[config.mk]
export PLATFORM = sky130hd
export DESIGN_NAME = pbc_brake_prescale
export DESIGN_NICKNAME = d
export VERILOG_FILES = /design/src/pbc_pkg.sv /design/src/pbc_brake_prescale.sv
export SDC_FILE = /design/constraint.sdc
export NUM_CORES = 1
export LEC_CHECK = 0
export BUFFER_PORTS_ARGS = -buffer_cell sky130_fd_sc_hd__buf_2
export CAP_MARGIN = 0
export CORE_MARGIN = 8
export CORE_UTILIZATION = 62
export CTS_CLUSTER_DIAMETER = 120
export DETAILED_ROUTE_END_ITERATION = 12
export PLACE_DENSITY_LB_ADDON = 0.05
export SETUP_SLACK_MARGIN = 0.02
export SYNTH_ARGS = -nofsm -noshare
export SYNTH_HDL_FRONTEND = slang
export SYNTH_SLANG_ARGS = --single-unit
export TNS_END_PERCENT = 1
[constraint.sdc]
create_clock -name aclk -period 3.8 [get_ports aclk]
set_input_delay 0.19 -clock aclk [delete_from_list [all_inputs] [get_ports aclk]]
set_output_delay 0.19 -clock aclk [all_outputs]
set_load 0.03 [all_outputs]
[src/pbc_pkg.sv]
// constants and carrier types for the pwm brake and prescale control block
package pbc_pkg;
  localparam int unsigned ADDR_W        = 12;
  localparam int unsigned NUM_OUT       = 4;
  localparam int unsigned CNT_W         = 10;
  // register word indices, byte address is four times the index
  localparam logic [9:0] IDX_BRAKE_PRESCALE = 10'h0d7;
  localparam logic [9:0] IDX_RUN_CONTROL    = 10'h0dc;
  localparam logic [9:0] IDX_BRAKE_CONFIG   = 10'h0df;
  localparam logic [9:0] IDX_IRQ_MASK       = 10'h0e0;
  localparam logic [9:0] IDX_PERIOD         = 10'h0e1;
  localparam logic [9:0] IDX_COMPARE0       = 10'h0e2;
  // brake_config_reg fields
  localparam int unsigned CFG_LEVEL_LSB  = 0;
  localparam int unsigned CFG_EN_BIT     = 4;
  localparam int unsigned CFG_PSEL_BIT   = 5;
  localparam int unsigned CFG_POL_BIT    = 6;
  localparam int unsigned CFG_ISEL_BIT   = 7;
  // run_control_reg fields
  localparam int unsigned RUN_INV_LSB    = 0;
  localparam int unsigned RUN_BIT        = 7;
  // brake_prescale_reg fields
  localparam int unsigned BP_FLAG_BIT    = 0;
  localparam int unsigned BP_PRE_LSB     = 2;
  // reset values
  localparam logic [7:0] RST_BRAKE_CONFIG   = 8'h00;
  localparam logic [7:0] RST_RUN_CONTROL    = 8'h00;
  localparam logic [7:0] RST_BRAKE_PRESCALE = 8'h00;
  // prescaler masks, the divider ticks when the masked count is all ones
  localparam logic [3:0] PRE_MASK_DIV1  = 4'h0;
  localparam logic [3:0] PRE_MASK_DIV2  = 4'h1;
  localparam logic [3:0] PRE_MASK_DIV4  = 4'h3;
  localparam logic [3:0] PRE_MASK_DIV16 = 4'hf;
  localparam logic [1:0] RESP_OKAY   = 2'h0;
  localparam logic [1:0] RESP_SLVERR = 2'h2;

  typedef enum logic [2:0] {
    PBC_SEL_NONE, PBC_SEL_RUN, PBC_SEL_CFG, PBC_SEL_BP, PBC_SEL_MASK, PBC_SEL_PER, PBC_SEL_CMP
  } pbc_sel_t;

  typedef struct packed {
    logic              awvalid;
    logic [ADDR_W-1:0] awaddr;
    logic              wvalid;
    logic [31:0]       wdata;
    logic [3:0]        wstrb;
    logic              bready;
    logic              arvalid;
    logic [ADDR_W-1:0] araddr;
    logic              rready;
  } pbc_axil_req_t;

  typedef struct packed {
    logic        awready;
    logic        wready;
    logic        bvalid;
    logic [1:0]  bresp;
    logic        arready;
    logic        rvalid;
    logic [31:0] rdata;
    logic [1:0]  rresp;
  } pbc_axil_rsp_t;
endpackage

[src/pbc_brake_prescale.sv]
// pwm brake, prescaler, counter core and axi4-lite register slave
//
// Summary of operation
// [RULE_01] both selects zero: brake held continuously
// [RULE_02] idle select: brake only while counter stopped
// [RULE_03] pin brake: stop counter, set flag
// [RULE_04] both selects one is disallowed, no brake
// [RULE_05] selects evaluated only with brake enabled
// [RULE_06] pin active when level equals polarity bit
// [RULE_07] brake forces outputs to brake levels
// [RULE_08] after brake, outputs resume pre-brake state
// [RULE_09] flag sticky until software clears it
// [RULE_10] flag raises the pwm interrupt request
// [RULE_11] prescale divides by one, two, four, sixteen
// [RULE_12] prescaled clock phase aligned while running
// [RULE_13] duty is compare over period plus one
// [RULE_14] polarity zero low active, one high active
// [RULE_15] brake disabled means never brake
// [RULE_16] run bit starts and stops counter
// [RULE_17] reserved bits read zero, ignore writes
//
// Added by the designer: the AXI4-Lite slave port.
module pbc_brake_prescale (
  input  wire  logic                   aclk,
  input  wire  logic                   aresetn,
  input  wire  pbc_pkg::pbc_axil_req_t s_axi_req,
  output pbc_pkg::pbc_axil_rsp_t       s_axi_rsp,
  input  wire  logic                   brake_pin,
  output logic [pbc_pkg::NUM_OUT-1:0]  pwm_out,
  output logic                         irq
);
  import pbc_pkg::*;

  typedef struct packed {
    logic [7:0]                    cfg;
    logic                          run;
    logic [NUM_OUT-1:0]            inv;
    logic [1:0]                    presel;
    logic                          flag;
    logic                          mask;
    logic [CNT_W-1:0]              period;
    logic [NUM_OUT-1:0][CNT_W-1:0] cmp;
    logic [CNT_W-1:0]              cnt;
    logic [3:0]                    pre;
    logic [NUM_OUT-1:0]            held;
    logic [NUM_OUT-1:0]            out;
    logic                          pin1;
    logic                          pin2;
    logic                          aw_got;
    logic [ADDR_W-1:0]             awaddr;
    logic                          w_got;
    logic [31:0]                   wdata;
    logic [3:0]                    wstrb;
    logic                          bvalid;
    logic [1:0]                    bresp;
    logic                          rvalid;
    logic [31:0]                   rdata;
    logic [1:0]                    rresp;
  } pbc_state_t;

  pbc_state_t s_reg;
  pbc_state_t s_next;

  function automatic pbc_sel_t pbc_decode(input logic [ADDR_W-1:0] addr);
    logic [9:0] idx;
    idx = addr[ADDR_W-1:2];
    if (idx == IDX_RUN_CONTROL) return PBC_SEL_RUN;
    if (idx == IDX_BRAKE_CONFIG) return PBC_SEL_CFG;
    if (idx == IDX_BRAKE_PRESCALE) return PBC_SEL_BP;
    if (idx == IDX_IRQ_MASK) return PBC_SEL_MASK;
    if (idx == IDX_PERIOD) return PBC_SEL_PER;
    if (idx >= IDX_COMPARE0 && idx < IDX_COMPARE0 + 10'(NUM_OUT)) return PBC_SEL_CMP;
    return PBC_SEL_NONE;
  endfunction

  function automatic logic [3:0] pbc_pre_mask(input logic [1:0] sel);
    case (sel)
      2'h0: return PRE_MASK_DIV1;
      2'h1: return PRE_MASK_DIV2;
      2'h2: return PRE_MASK_DIV4;
      default: return PRE_MASK_DIV16;
    endcase
  endfunction

  logic               en;
  logic               psel;
  logic               isel;
  logic               pin_act;
  logic               pin_brk;
  logic               brake;
  logic               tick;
  logic [3:0]         pmask;
  logic [NUM_OUT-1:0] raw;
  logic               aw_take;
  logic               w_take;
  logic               ar_take;
  logic               commit;
  logic               flag_clr;
  pbc_sel_t           wsel;
  pbc_sel_t           rsel;
  logic [1:0]         widx;
  logic [1:0]         ridx;

  assign en      = s_reg.cfg[CFG_EN_BIT];                                     // [RULE_05] [RULE_15]
  assign psel    = s_reg.cfg[CFG_PSEL_BIT];
  assign isel    = s_reg.cfg[CFG_ISEL_BIT];
  // the pin is read only after the second synchroniser stage
  assign pin_act = (s_reg.pin2 == s_reg.cfg[CFG_POL_BIT]);                    // [RULE_06] [RULE_14]
  assign pin_brk = en & psel & ~isel & pin_act;                               // [RULE_03] [RULE_04]
  assign brake   = (en & ~psel & (~isel | ~s_reg.run)) | pin_brk;             // [RULE_01] [RULE_02]
  assign pmask   = pbc_pre_mask(s_reg.presel);
  assign tick    = s_reg.run & ((s_reg.pre & pmask) == pmask);                // [RULE_11]

  assign aw_take  = s_axi_req.awvalid & ~s_reg.aw_got & ~s_reg.bvalid;
  assign w_take   = s_axi_req.wvalid & ~s_reg.w_got & ~s_reg.bvalid;
  assign ar_take  = s_axi_req.arvalid & ~s_reg.rvalid;
  assign commit   = s_reg.aw_got & s_reg.w_got & ~s_reg.bvalid;
  assign wsel     = pbc_decode(s_reg.awaddr);
  assign rsel     = pbc_decode(s_axi_req.araddr);
  assign widx     = 2'(s_reg.awaddr[ADDR_W-1:2] - IDX_COMPARE0);
  assign ridx     = 2'(s_axi_req.araddr[ADDR_W-1:2] - IDX_COMPARE0);
  assign flag_clr = commit & (wsel == PBC_SEL_BP) & s_reg.wstrb[0] & s_reg.wdata[BP_FLAG_BIT];

  for (genvar g = 0; g < NUM_OUT; g++) begin : g_raw
    assign raw[g] = (s_reg.cnt < s_reg.cmp[g]) ^ s_reg.inv[g];                // [RULE_13]
  end

  always_comb begin
    s_next = s_reg;
    s_next.pin1 = brake_pin;
    s_next.pin2 = s_reg.pin1;

    // stopped counter keeps its phase reset so the first tick lines up with run
    if (!s_reg.run) begin
      s_next.pre = 4'h0;                                                      // [RULE_12]
    end else if (tick) begin
      s_next.pre = 4'h0;
    end else begin
      s_next.pre = s_reg.pre + 4'h1;
    end
    if (tick) begin
      s_next.cnt = (s_reg.cnt == '0) ? s_reg.period : s_reg.cnt - 1'b1;       // [RULE_13] [RULE_16]
    end

    // held freezes while braked, outputs take the brake levels and come back to the last unbraked value
    if (s_reg.run && !brake) begin
      s_next.held = raw;                                                      // [RULE_08]
    end
    s_next.out = brake ? s_reg.cfg[CFG_LEVEL_LSB +: NUM_OUT] : s_reg.held;    // [RULE_07] [RULE_08]

    if (aw_take) begin
      s_next.aw_got = 1'b1;
      s_next.awaddr = s_axi_req.awaddr;
    end
    if (w_take) begin
      s_next.w_got = 1'b1;
      s_next.wdata = s_axi_req.wdata;
      s_next.wstrb = s_axi_req.wstrb;
    end
    if (commit) begin
      s_next.aw_got = 1'b0;
      s_next.w_got  = 1'b0;
      s_next.bvalid = 1'b1;
      s_next.bresp  = (wsel == PBC_SEL_NONE) ? RESP_SLVERR : RESP_OKAY;
      unique case (wsel)
        PBC_SEL_RUN: if (s_reg.wstrb[0]) begin
          s_next.run = s_reg.wdata[RUN_BIT];
          s_next.inv = s_reg.wdata[RUN_INV_LSB +: NUM_OUT];
        end
        PBC_SEL_CFG: if (s_reg.wstrb[0]) begin
          s_next.cfg = s_reg.wdata[7:0];
        end
        PBC_SEL_BP: if (s_reg.wstrb[0]) begin
          s_next.presel = s_reg.wdata[BP_PRE_LSB +: 2];                       // [RULE_17]
        end
        PBC_SEL_MASK: if (s_reg.wstrb[0]) begin
          s_next.mask = s_reg.wdata[BP_FLAG_BIT];
        end
        PBC_SEL_PER: begin
          if (s_reg.wstrb[0]) s_next.period[7:0] = s_reg.wdata[7:0];
          if (s_reg.wstrb[1]) s_next.period[CNT_W-1:8] = s_reg.wdata[CNT_W-1:8];
        end
        PBC_SEL_CMP: begin
          if (s_reg.wstrb[0]) s_next.cmp[widx][7:0] = s_reg.wdata[7:0];
          if (s_reg.wstrb[1]) s_next.cmp[widx][CNT_W-1:8] = s_reg.wdata[CNT_W-1:8];
        end
        PBC_SEL_NONE: begin
        end
      endcase
    end else if (s_reg.bvalid && s_axi_req.bready) begin
      s_next.bvalid = 1'b0;
    end

    // a pin brake beats a software run write in the same cycle
    if (pin_brk) begin
      s_next.run = 1'b0;                                                      // [RULE_03]
    end
    // set wins over the write-one clear
    s_next.flag = pin_brk | (s_reg.flag & ~flag_clr);                         // [RULE_03] [RULE_09]

    if (ar_take) begin
      s_next.rvalid = 1'b1;
      s_next.rresp  = (rsel == PBC_SEL_NONE) ? RESP_SLVERR : RESP_OKAY;
      unique case (rsel)
        PBC_SEL_RUN:  s_next.rdata = {24'h0, s_reg.run, 3'h0, s_reg.inv};
        PBC_SEL_CFG:  s_next.rdata = {24'h0, s_reg.cfg};
        PBC_SEL_BP:   s_next.rdata = {24'h0, 4'h0, s_reg.presel, 1'b0, s_reg.flag}; // [RULE_17]
        PBC_SEL_MASK: s_next.rdata = {31'h0, s_reg.mask};
        PBC_SEL_PER:  s_next.rdata = {22'h0, s_reg.period};
        PBC_SEL_CMP:  s_next.rdata = {22'h0, s_reg.cmp[ridx]};
        PBC_SEL_NONE: s_next.rdata = 32'h0;
      endcase
    end else if (s_reg.rvalid && s_axi_req.rready) begin
      s_next.rvalid = 1'b0;
    end
  end

  always_ff @(posedge aclk) begin
    if (!aresetn) begin
      s_reg <= '0;
    end else begin
      s_reg <= s_next;
    end
  end

  assign s_axi_rsp.awready = ~s_reg.aw_got & ~s_reg.bvalid;
  assign s_axi_rsp.wready  = ~s_reg.w_got & ~s_reg.bvalid;
  assign s_axi_rsp.bvalid  = s_reg.bvalid;
  assign s_axi_rsp.bresp   = s_reg.bresp;
  assign s_axi_rsp.arready = ~s_reg.rvalid;
  assign s_axi_rsp.rvalid  = s_reg.rvalid;
  assign s_axi_rsp.rdata   = s_reg.rdata;
  assign s_axi_rsp.rresp   = s_reg.rresp;
  assign pwm_out = s_reg.out;
  // the brake flag is the only event, so irq is the flag gated by the mask bit
  assign irq     = s_reg.flag & s_reg.mask;                                   // [RULE_10]
endmodule

-- Word level (Yosys, flattened, before mapping)
Cells that the tools add are included.
- bits in registers: 155
- input bits: 68
- output and inout port bits: 46
- logic and storage cells: 219
- add/sub/neg operators: 4
- $lt $le $gt $ge: 11
- equal/unequal tests: 26
- multiplexer cells: 90
- bitwise gates (word level): 37
- reductions and logical operators: 23
- operators by type and width (operator ; number):
    $pmux 32 s7 ; 1
    $mux 40 ; 4
    $eq 10x8->1 const B ; 10
    $bwmux 40 ; 2
    $mux 3 ; 26
    $mux 1 ; 46
    $demux 10 s2 ; 2
    $lt 10x10->1 ; 4
    $mux 10 ; 3
    $and 1x1->1 ; 20
    $bmux 10 s2 ; 1
    $ge 10x8->1 const B ; 2
    $lt 10x8->1 const B ; 2
    $eq 3x3->1 const B ; 6
    $reduce_and 3->1 ; 6
    $eq 3x2->1 const B ; 4
    $pmux 4 s3 ; 1
    $logic_not 10->1 ; 1
    $sub 10x1->10 const B ; 1
    $not 1->1 ; 9
    $mux 8 ; 1
    $eq 3x1->1 const B ; 2
    $logic_and 1x1->1 ; 6
    $logic_not 3->1 ; 2
    other kinds (19) ; 29

-- Longest topological paths before layout
Gate-level depths: netlist of the first run.
- word-level depth: 30
- depth in mapped cells: 8
- depth with buffers taken out: 8

-- Worst setup path after synthesis of the first run
Ideal clock, no wire load.
- path kind: register to register
- start point: register s_reg[104] (netlist bit)
- end point: register s_reg[102] (netlist bit)
- setup time: 121 ps
- arrival: 1807 ps
- required time: 3679 ps
- path slack: 1872 ps
- stages on the path, launching flop included: 8
- path buffers: 1
- period minus slack after synthesis: 1928 ps
- cell sequence: dfxtp_1 > nor4_1 > nand2_1 > or3_1 > buf_2 > and3_1 > a211oi_1 > nor2b_1
- longest elaborated chain between the ends: 2
- RTL lines (element ; line ; RTL):
    from (decl) ; pbc_brake_prescale.sv:61 ; pbc_state_t s_reg;
    from (signal assigned) ; pbc_brake_prescale.sv:222 ; s_reg <= s_next;
    $logic_not 10->1 ; pbc_brake_prescale.sv:142 ; s_next.cnt = (s_reg.cnt == '0) ? s_reg.period : s_reg.cnt - 1'b1;
    $mux 10 ; pbc_brake_prescale.sv:142 ;
Every way passes these cells.
A chain may end at the register's enable or synchronous reset.

-- Worst setup path after layout of the first run
- start point: register s_reg[78] (netlist bit)
- end point: register s_reg[165] (netlist bit)
- longest elaborated chain between the ends: 16
- elaborated cells between the ends (all ways): 43
- those cells by class: order compare: 2; eq/ne: 6; mux: 33; reduce/logical: 2
- RTL lines (element ; line ; RTL):
    $ge 10x8->1 or $lt 10x8->1 (tied branches) ; pbc_brake_prescale.sv:72 ; if (idx >= IDX_COMPARE0 && idx < IDX_COMPARE0 + 10'(NUM_OUT)) return PBC_SEL_CMP;
    $logic_and 1x1->1 ; pbc_brake_prescale.sv:72 ;
    $mux 1 (2 in series) ; pbc_brake_prescale.sv:72 ;
    $mux 1 ; pbc_brake_prescale.sv:71 ; if (idx == IDX_PERIOD) return PBC_SEL_PER;
    $mux 1 ; pbc_brake_prescale.sv:70 ; if (idx == IDX_IRQ_MASK) return PBC_SEL_MASK;
    $mux 1 ; pbc_brake_prescale.sv:69 ; if (idx == IDX_BRAKE_PRESCALE) return PBC_SEL_BP;
    $mux 1 ; pbc_brake_prescale.sv:68 ; if (idx == IDX_BRAKE_CONFIG) return PBC_SEL_CFG;
    $mux 3 ; pbc_brake_prescale.sv:73 ; return PBC_SEL_NONE;
    $mux 3 ; pbc_brake_prescale.sv:72 ;
    $mux 3 ; pbc_brake_prescale.sv:71 ;
    $mux 3 ; pbc_brake_prescale.sv:70 ;
    $mux 3 ; pbc_brake_prescale.sv:69 ;
    $mux 3 (*) ; pbc_brake_prescale.sv:68 ;
    $eq 3x2->1 (*) ; pbc_brake_prescale.sv:165 ; unique case (wsel)
    $reduce_and 3->1 (no line) (*) ; -- ;
Mark *: on every way between the ends. The rest lies on a longest branch, timed or not. The select of a mux whose other input is x is not followed.

==> metrics, run 1 <==
later-pin clock latency in the skew report about 0.43 ns; Mapped Area 7350 sq um; setup repair after global routing missed its margin false; Crit path max-delay family simple AND/OR/NAND/NOR gates; Max Fclk about 390 MHz; yosys synthesis warning count 0; via count of the first global-routing pass 5776; flop-to-flop setup slack 1.21 ns; type of the worst setup path flip-flop to flip-flop; fraction of synthesized cell area taken by the top area cell type 35.2%; Relative slew margins 28.6%; worst stage delay on the critical path 0.86 ns; global routing usage summed across all routing layers between 20 and 25%; worst hold slack around 0.011 ns; arrival time reported for the critical path endpoint 2.94 ns; antenna cells 0; Req. time, crit path 4.15 ns; Max Transition Viols Final 0; FF-to-FF End s_reg[165]$_SDFFE_PN0P_; Port-buffer cells 61; class of the tightest hold or removal check primary input to flip-flop; commonest cells in the netlist 138 x nand2_1, 129 x dfxtp_1, 48 x a21boi_0; worst hold path cell count 3; clock-pin slew of the registers on the worst-case setup and hold paths 0.06 ns; run status finished, final reports clean; number of buffers on the longest clock path 2; layout-stage area growth over the synthesis result 8.40%; number of CTS-inserted buffers 17; number of flip-flops under the largest register name 107; sequential area share after synthesis 35.2%; Reg2Reg Launch Point s_reg[78]$_SDFFE_PN0P_; TritonCTS clock tree done; Detailed Route WL 18700 um; per-instance average area after synthesis approximately 8.6 sq um; final layout net count 981; max-cap violations 0; master cell of the clock root buffer clkbuf_16; area leader, netlist dfxtp_1; largest net degree at the start of global routing 118; number of filler instances in the final layout 940; ranking of synthesized cells by area dfxtp_1 35%, nand2_1 7.1%, ha_1 6.5%, a21boi_0 4.9%, mux2i_1 4.8%; post-route minimum period 2.59 ns; crit path capture type flip-flop; Die ar. 15600 sq um; peak supply drop between 0.4 and 0.5 mV; Reg2Reg Depth 4; Cell Chain, Critical Path or4b_1 > a21o_2 > nor3_1 > mux2i_1; number of synthesized flops with an enable pin 0; Core Rows 39; final cycle utilization of the critical path 68.1%; Lkg Pwr around 3.0 nW; Critical Path Slowest Stage Cell nor3_1; top fanout value on the critical path 17; synthesized flop and latch total between 100 and 150; synthesized instance count 854; average via count per standard cell 5.90; Die W roughly 120 um; Initial Util around 64%; fraction of layout instances using a drive strength above 1 between 10 and 15%; HP Start s_axi_req[25]; total congestion overflow 0; startpoint type of the worst setup path flip-flop; final count of hold timing violations 0; number of antenna violations at the first check in global routing 0; number of setup violations in the final report 0; ANT nets after route 0; vias 6080; capture endpoint of the worst hold path s_reg[48]$_SDFFE_PN0P_; number of sinks driven by the clock tree 129; overall die height 125 um; share of synthesized flip-flops with an asynchronous set or reset 0%; wire length per cell after detailed routing between 15 and 20 um; flip-flop cell with the highest count after synthesis dfxtp_1; CP Buf/Inv Count 0; RD Place Congestion 0.941; worst clock skew 0.00904 ns; slew of the pin with the lowest slew margin 1.06 ns; wire length of the first global-routing pass ~30000 um; Pre-Repair DR Iteration Count 5; DRC violations left 0; most numerous cell in the Yosys netlist nand2_1; total number of H-tree levels 4; Sum Neg Setup Slack 0 ns; core area roughly 12000 sq um; number of library cell types mapped by synthesis 71; power density over the cells just over 400 nW/um^2; number of DRC violations after detailed-routing iteration 0 about 560; HPWL after DPL 13800 um; number of top-level design ports 114
## per-layer routing
metal,GRT usage (%),up-vias,share of wire (%)
met1,29.1,2884,43
met3,7.49,33,7.8
met4,9.46,0,2.4
met5,0,-,0
met2,38.8,215,47
li1,-,2948,-
## how the worst max path moves through the flow
stage	start	endpoint	slack [ns]	cells after the start
after floorplan	s_reg[104]$_SDFFE_PN0P_	s_reg[102]$_SDFFE_PN0P_	1.87	7
after global placement	s_reg[78]$_SDFFE_PN0P_	s_reg[163]$_SDFF_PN0_	1.33	4
after detailed placement	s_reg[78]$_SDFFE_PN0P_	s_reg[163]$_SDFF_PN0_	1.25	4
after CTS	s_reg[78]$_SDFFE_PN0P_	s_reg[165]$_SDFFE_PN0P_	1.24	4
after global routing	s_axi_rsp[38]$_SDFFE_PN0P_	s_reg[164]$_SDFFE_PN0P_	1.04	5
final	s_reg[78]$_SDFFE_PN0P_	s_reg[165]$_SDFFE_PN0P_	1.21	4
## cell families after synthesis
family,after synthesis,synth area share (%)
adder cells (fa/ha/maj),38,6.47
multiplexers,49,8.45
XOR/XNOR,4,0.477
other,1,0.0510
AO/OA/AOI/OAI,180,16.8
flip-flops,129,35.2
buffers and inverters,133,10.3
AND/OR/NAND/NOR,320,22.3
## layout by cell type (no fill, tap or decap), drive strengths merged, types with 5 or more instances in the layout
master,count
nor3b,6
a211oi,13
nor3,15
nand2,138
inv,54
nor2,30
ha,38
nand3b,5
and3,6
buf,65
a31oi,7
nor2b,40
nand3,40
clkbuf,18
mux2i,35
dfxtp,129
conb,24
o21ai,46
a21o,6
a32oi,5
a21oi,21
a21boi,50
nand2b,8
and2,13
mux4,10
## area by class of cell
| cell class | count | area [sq um] | share of cell area, % |
|---|---|---|---|
| clock buffer | 18 | 439 | 5.52 |
| sequential | 129 | 2580 | 32.4 |
| inverter | 46 | 173 | 2.17 |
| multi-input combinational | 615 | 4100 | 51.4 |
| timing repair buffer | 66 | 348 | 4.37 |
| tap | 143 | 179 | 2.25 |
| clock inverter | 14 | 145 | 1.82 |
## report_power, final
group / switching, mW / internal, mW
Combinational: 0.152 / 0.0756
Clock: 0.675 / 0.939
Sequential: 0.0449 / 1.38
## timing repair
action | 4_1_cts | 5_1_grt
endpoints found under the hold margin | 1 | 0
hold buffers | 1 | 0
buffers inserted | 0 | 0
gates resized for setup | 0 | 0
## through the flow
stage / cells / utilization [%] / power [mW] / worst slack (ns) / area (sq um)
floorplan: 877 / - / 1.65 / 1.87 / 7430
global placement: 998 / 64.0 / 1.67 / 1.33 / 7370
detailed placement: 998 / 64.0 / 1.68 / 1.25 / 7370
CTS: 1031 / 69.1 / 3.27 / 1.24 / 7960
global route: 1031 / 69.1 / 3.36 / 1.04 / 7960
finish: 1031 / 69.1 / 3.27 / 1.21 / 7960
## worst reg2reg max path: stages, from the launching register on
cell     delay (ns)
dfxtp_1        0.54
or4b_1         0.61
a21o_2         0.23
nor3_1         0.86
mux2i_1        0.28
Note: power is estimated with default switching activity, not from simulation.
==> run 2, diff against run 1 <==
- ABC_AREA: not set -> 1
- CORE_UTILIZATION: 62 -> 57
- clock period: 3.8 -> 2.4 ns (I/O delays scaled with it)
==> run 2 against run 1 <==
Net effect: synthesized cell count up 20%; clock skew up 0.0010 ns; via count up 12%; clock-buffer cell count down 1; area after synthesis down 3.3%; critical path depth up 4; cell count up 23%; first-iteration DRC count down 5.6%; clock power up 65%; sequential power up 59%; critical path type unchanged; largest cell class unchanged.
==> metrics, run 2 <==
run status finished, final reports clean (unchanged); largest net degree at the start of global routing 87 (was 118); Relative slew margins 59.1% (was 28.6%); final cycle utilization of the critical path 79.6% (was 68.1%); yosys synthesis warning count 0 (unchanged); top fanout value on the critical path 16 (was 17); slew of the pin with the lowest slew margin 0.612 ns (was 1.06 ns); leading cell type in the layout, fill and taps excluded nand2_1 (unchanged); synthesized instance count 1026 (was 854); overall power consumption 5.31 mW (was 3.27 mW); flop-to-flop setup slack 0.49 ns (was 1.21 ns); DRC violations left 0 (unchanged); HPWL after DPL 13900 um (was 13800 um); number of flip-flops under the largest register name 107 (unchanged); Initial Util 58.6% (was 63.8%); type of the worst setup path flip-flop to flip-flop (unchanged); worst stage delay on the critical path 0.34 ns (was 0.86 ns); wire length per cell after detailed routing 15.2 um (was 18.1 um); Reg2Reg Depth 8 (was 4); worst hold slack 0.0202 ns (was 0.0111 ns); Mapped Area 7100 sq um (was 7350 sq um); startpoint type of the worst setup path flip-flop (unchanged); arrival time reported for the critical path endpoint 2.25 ns (was 2.94 ns); Die ar. 16300 sq um (was 15600 sq um); number of buffers on the longest clock path 2 (unchanged); number of DRC violations after detailed-routing iteration 0 525 (was 556); vias 6835 (was 6080); FF-to-FF End s_reg[145]$_SDFFE_PN0P_ (was s_reg[165]$_SDFFE_PN0P_); clock-pin slew of the registers on the worst-case setup and hold paths 0.06 ns (about the same); number of synthesized flops with an enable pin 0 (unchanged); global routing usage summed across all routing layers 24.0% (about the same); power density over the cells 650 nW/um^2 (was 410 nW/um^2); number of sinks driven by the clock tree 129 (unchanged); Pre-Repair DR Iteration Count 5 (unchanged); crit path capture type flip-flop (unchanged); total number of H-tree levels 4 (unchanged); total congestion overflow 0 (unchanged); Core Rows 40 (was 39); peak supply drop 0.454 mV (was 0.415 mV); most numerous cell in the Yosys netlist nand2_1 (unchanged); max-cap violations 0 (unchanged); per-instance average area after synthesis 6.92 sq um (was 8.60 sq um); Reg2Reg Launch Point s_reg[74]$_SDFFE_PP0P_ (was s_reg[78]$_SDFFE_PN0P_); layout-stage area growth over the synthesis result 15.1% (was 8.40%); Req. time, crit path 2.74 ns (was 4.15 ns); Sum Neg Setup Slack 0 ns (unchanged); commonest cells in the netlist 270 x nand2_1, 129 x dfxtp_1, 121 x a21oi_1 (was 138 x nand2_1, 129 x dfxtp_1, 48 x a21boi_0); fraction of synthesized cell area taken by the top area cell type 36.4% (was 35.2%); flip-flop cell with the highest count after synthesis dfxtp_1 (unchanged); source of the critical timing path s_reg[74]$_SDFFE_PP0P_ (was s_reg[78]$_SDFFE_PN0P_); number of cells on the critical path 8 (was 4); CP Buf/Inv Count 3 (was 0); Die W 128 um (was 125 um); fraction of layout instances using a drive strength above 1 11.0% (was 14.9%); post-place instance area 7320 sq um (was 7370 sq um); Lkg Pwr 3.40 nW (was 3.01 nW); post-CTS setup repair buffer count 0 (unchanged); later-pin clock latency in the skew report 0.42 ns (was 0.43 ns); number of setup violations in the final report 0 (unchanged); area leader, netlist dfxtp_1 (unchanged); Cell Chain, Critical Path inv_1 > nor3_2 > inv_1 > nor2_8 > nand3_4 > clkinv_4 > nand2_1 > a21oi_1 (was or4b_1 > a21o_2 > nor3_1 > mux2i_1); Crit path max-delay family simple AND/OR/NAND/NOR gates (unchanged); TritonCTS clock tree done (unchanged); number of top-level design ports 114 (unchanged); RD Place Congestion 0.961 (was 0.941); fin area 8170 sq um (was 7960 sq um); Detailed Route WL 19300 um (was 18700 um); share of synthesized flip-flops with an asynchronous set or reset 0% (unchanged); antenna cells 0 (unchanged); Resized cells post-CTS 0 (unchanged); synthesized flop and latch total 129 (unchanged); master cell of the clock root buffer clkbuf_16 (unchanged); via count of the first global-routing pass 6173 (was 5776); CP endpoint s_reg[145]$_SDFFE_PN0P_ (was s_reg[165]$_SDFFE_PN0P_); cell mode on critical path inv_1; Max Fclk 524 MHz (was 387 MHz); wire length of the first global-routing pass 30900 um (was 30000 um); average via count per standard cell 5.39 (was 5.90); Max Transition Viols Final 0 (unchanged); core area 12100 sq um (was 11500 sq um); sequential area share after synthesis 36.4% (was 35.2%); setup repair after global routing missed its margin false (unchanged); ANT nets after route 0 (unchanged); worst clock skew 0.0101 ns (was 0.00904 ns); post-route minimum period 1.91 ns (was 2.59 ns); final layout net count 1194 (was 981); Final Core Density 67.5% (was 69.1%); Critical Path Slowest Stage Cell dfxtp_1 (was nor3_1); number of library cell types mapped by synthesis 41 (was 71); Port-buffer cells 61 (unchanged); number of antenna violations at the first check in global routing 0 (unchanged); final count of hold timing violations 0 (unchanged); most used cells in the layout excluding fill and tap cells 270 x nand2_1, 129 x dfxtp_1, 121 x a21oi_1 (was 138 x nand2_1, 129 x dfxtp_1, 60 x buf_2); ranking of synthesized cells by area dfxtp_1 36%, nand2_1 14%, a21oi_1 8.5%, ha_1 6.7%, inv_1 5.7% (was dfxtp_1 35%, nand2_1 7.1%, ha_1 6.5%, a21boi_0 4.9%, mux2i_1 4.8%); number of CTS-inserted buffers 17 (unchanged); overall die height 128 um (was 125 um); class of the tightest hold or removal check primary input to flip-flop (unchanged)
-- run 2: cell types whose count changed after synthesis, sizes merged, moves of 17 or more --
cell	before	now
nand4	3	28
a21oi	21	122
nand2	138	272
mux2i	35	0
a21boi	50	3
o21ai	46	63
nor2b	40	0
inv	46	109
nor2	30	102
-- run 2: repair_timing --
action / in CTS / in global routing
hold endpoints to repair: 24 / 0
hold buffers: 24 / 0
setup endpoints to repair: 0 / 0
-- run 2: kinds of logic (layout without fill, tap and decap cells) --
| group | count (synthesis) | in the layout | share of synthesized area, % |
|---|---|---|---|
| AND/OR/NAND/NOR | 451 | 451 | 27.4 |
| AO/OA/AOI/OAI | 217 | 217 | 16.4 |
| buffers and inverters | 186 | 238 | 12.5 |
| flip-flops | 129 | 129 | 36.4 |
| adder cells (fa/ha/maj) | 38 | 38 | 6.70 |
| XOR/XNOR | 4 | 4 | 0.493 |
| other | 1 | 24 | 0.0528 |
-- run 2: final cells by class --
| cell class | count | area [sq um] |
|---|---|---|
| fill | 1121 | 3940 |
| inverter | 115 | 452 |
| sequential | 129 | 2580 |
| multi-input combinational | 734 | 3720 |
| tap | 168 | 210 |
| clock inverter | 15 | 181 |
| timing repair buffer | 91 | 603 |
| clock buffer | 17 | 425 |
-- run 2: routing by layer --
| metal | GRT usage [%] | up-vias | routed length, um |
|---|---|---|---|
| met4 | 10.1 | 0 | 526 |
| li1 | - | 3428 | - |
| met5 | 0 | - | 0 |
| met3 | 5.53 | 40 | 1430 |
| met1 | 31.0 | 3093 | 8890 |
| met2 | 37.7 | 274 | 8430 |
-- run 2: worst min-delay path by stage --
stage                 start                    endpoint  slack (ns)  cells past startpoint
2_1_floorplan     brake_pin       s_next[88]$_SDFF_PN0_        0.22                      2
3_3_place_gp      brake_pin       s_next[88]$_SDFF_PN0_        0.30                      3
3_5_place_dp      brake_pin       s_next[88]$_SDFF_PN0_        0.32                      3
4_1_cts        s_axi_req[0]  s_axi_rsp[34]$_SDFFE_PN0P_        0.01                      3
5_1_grt        s_axi_req[0]  s_axi_rsp[34]$_SDFFE_PN0P_        0.02                      3
6_report       s_axi_req[0]  s_axi_rsp[34]$_SDFFE_PN0P_        0.02                      3
-- run 2: metrics by stage --
stage | worst slack [ns] | std cells
floorplan | 0.806 | 1049
global placement | 0.590 | 1213
detailed placement | 0.576 | 1213
CTS | 0.515 | 1269
global route | 0.325 | 1269
finish | 0.490 | 1269
-- run 2: worst reg2reg max path, stage by stage, from the launching register on --
cell	delay [ns]
dfxtp_1	0.34
inv_1	0.07
nor3_2	0.29
inv_1	0.24
nor2_8	0.33
nand3_4	0.22
clkinv_4	0.14
nand2_1	0.05
a21oi_1	0.15
-- run 2: power by group --
group | internal [mW] | switching (mW)
combinational | 0.113 | 0.276
sequential | 2.19 | 0.0802
clock | 1.64 | 1.01
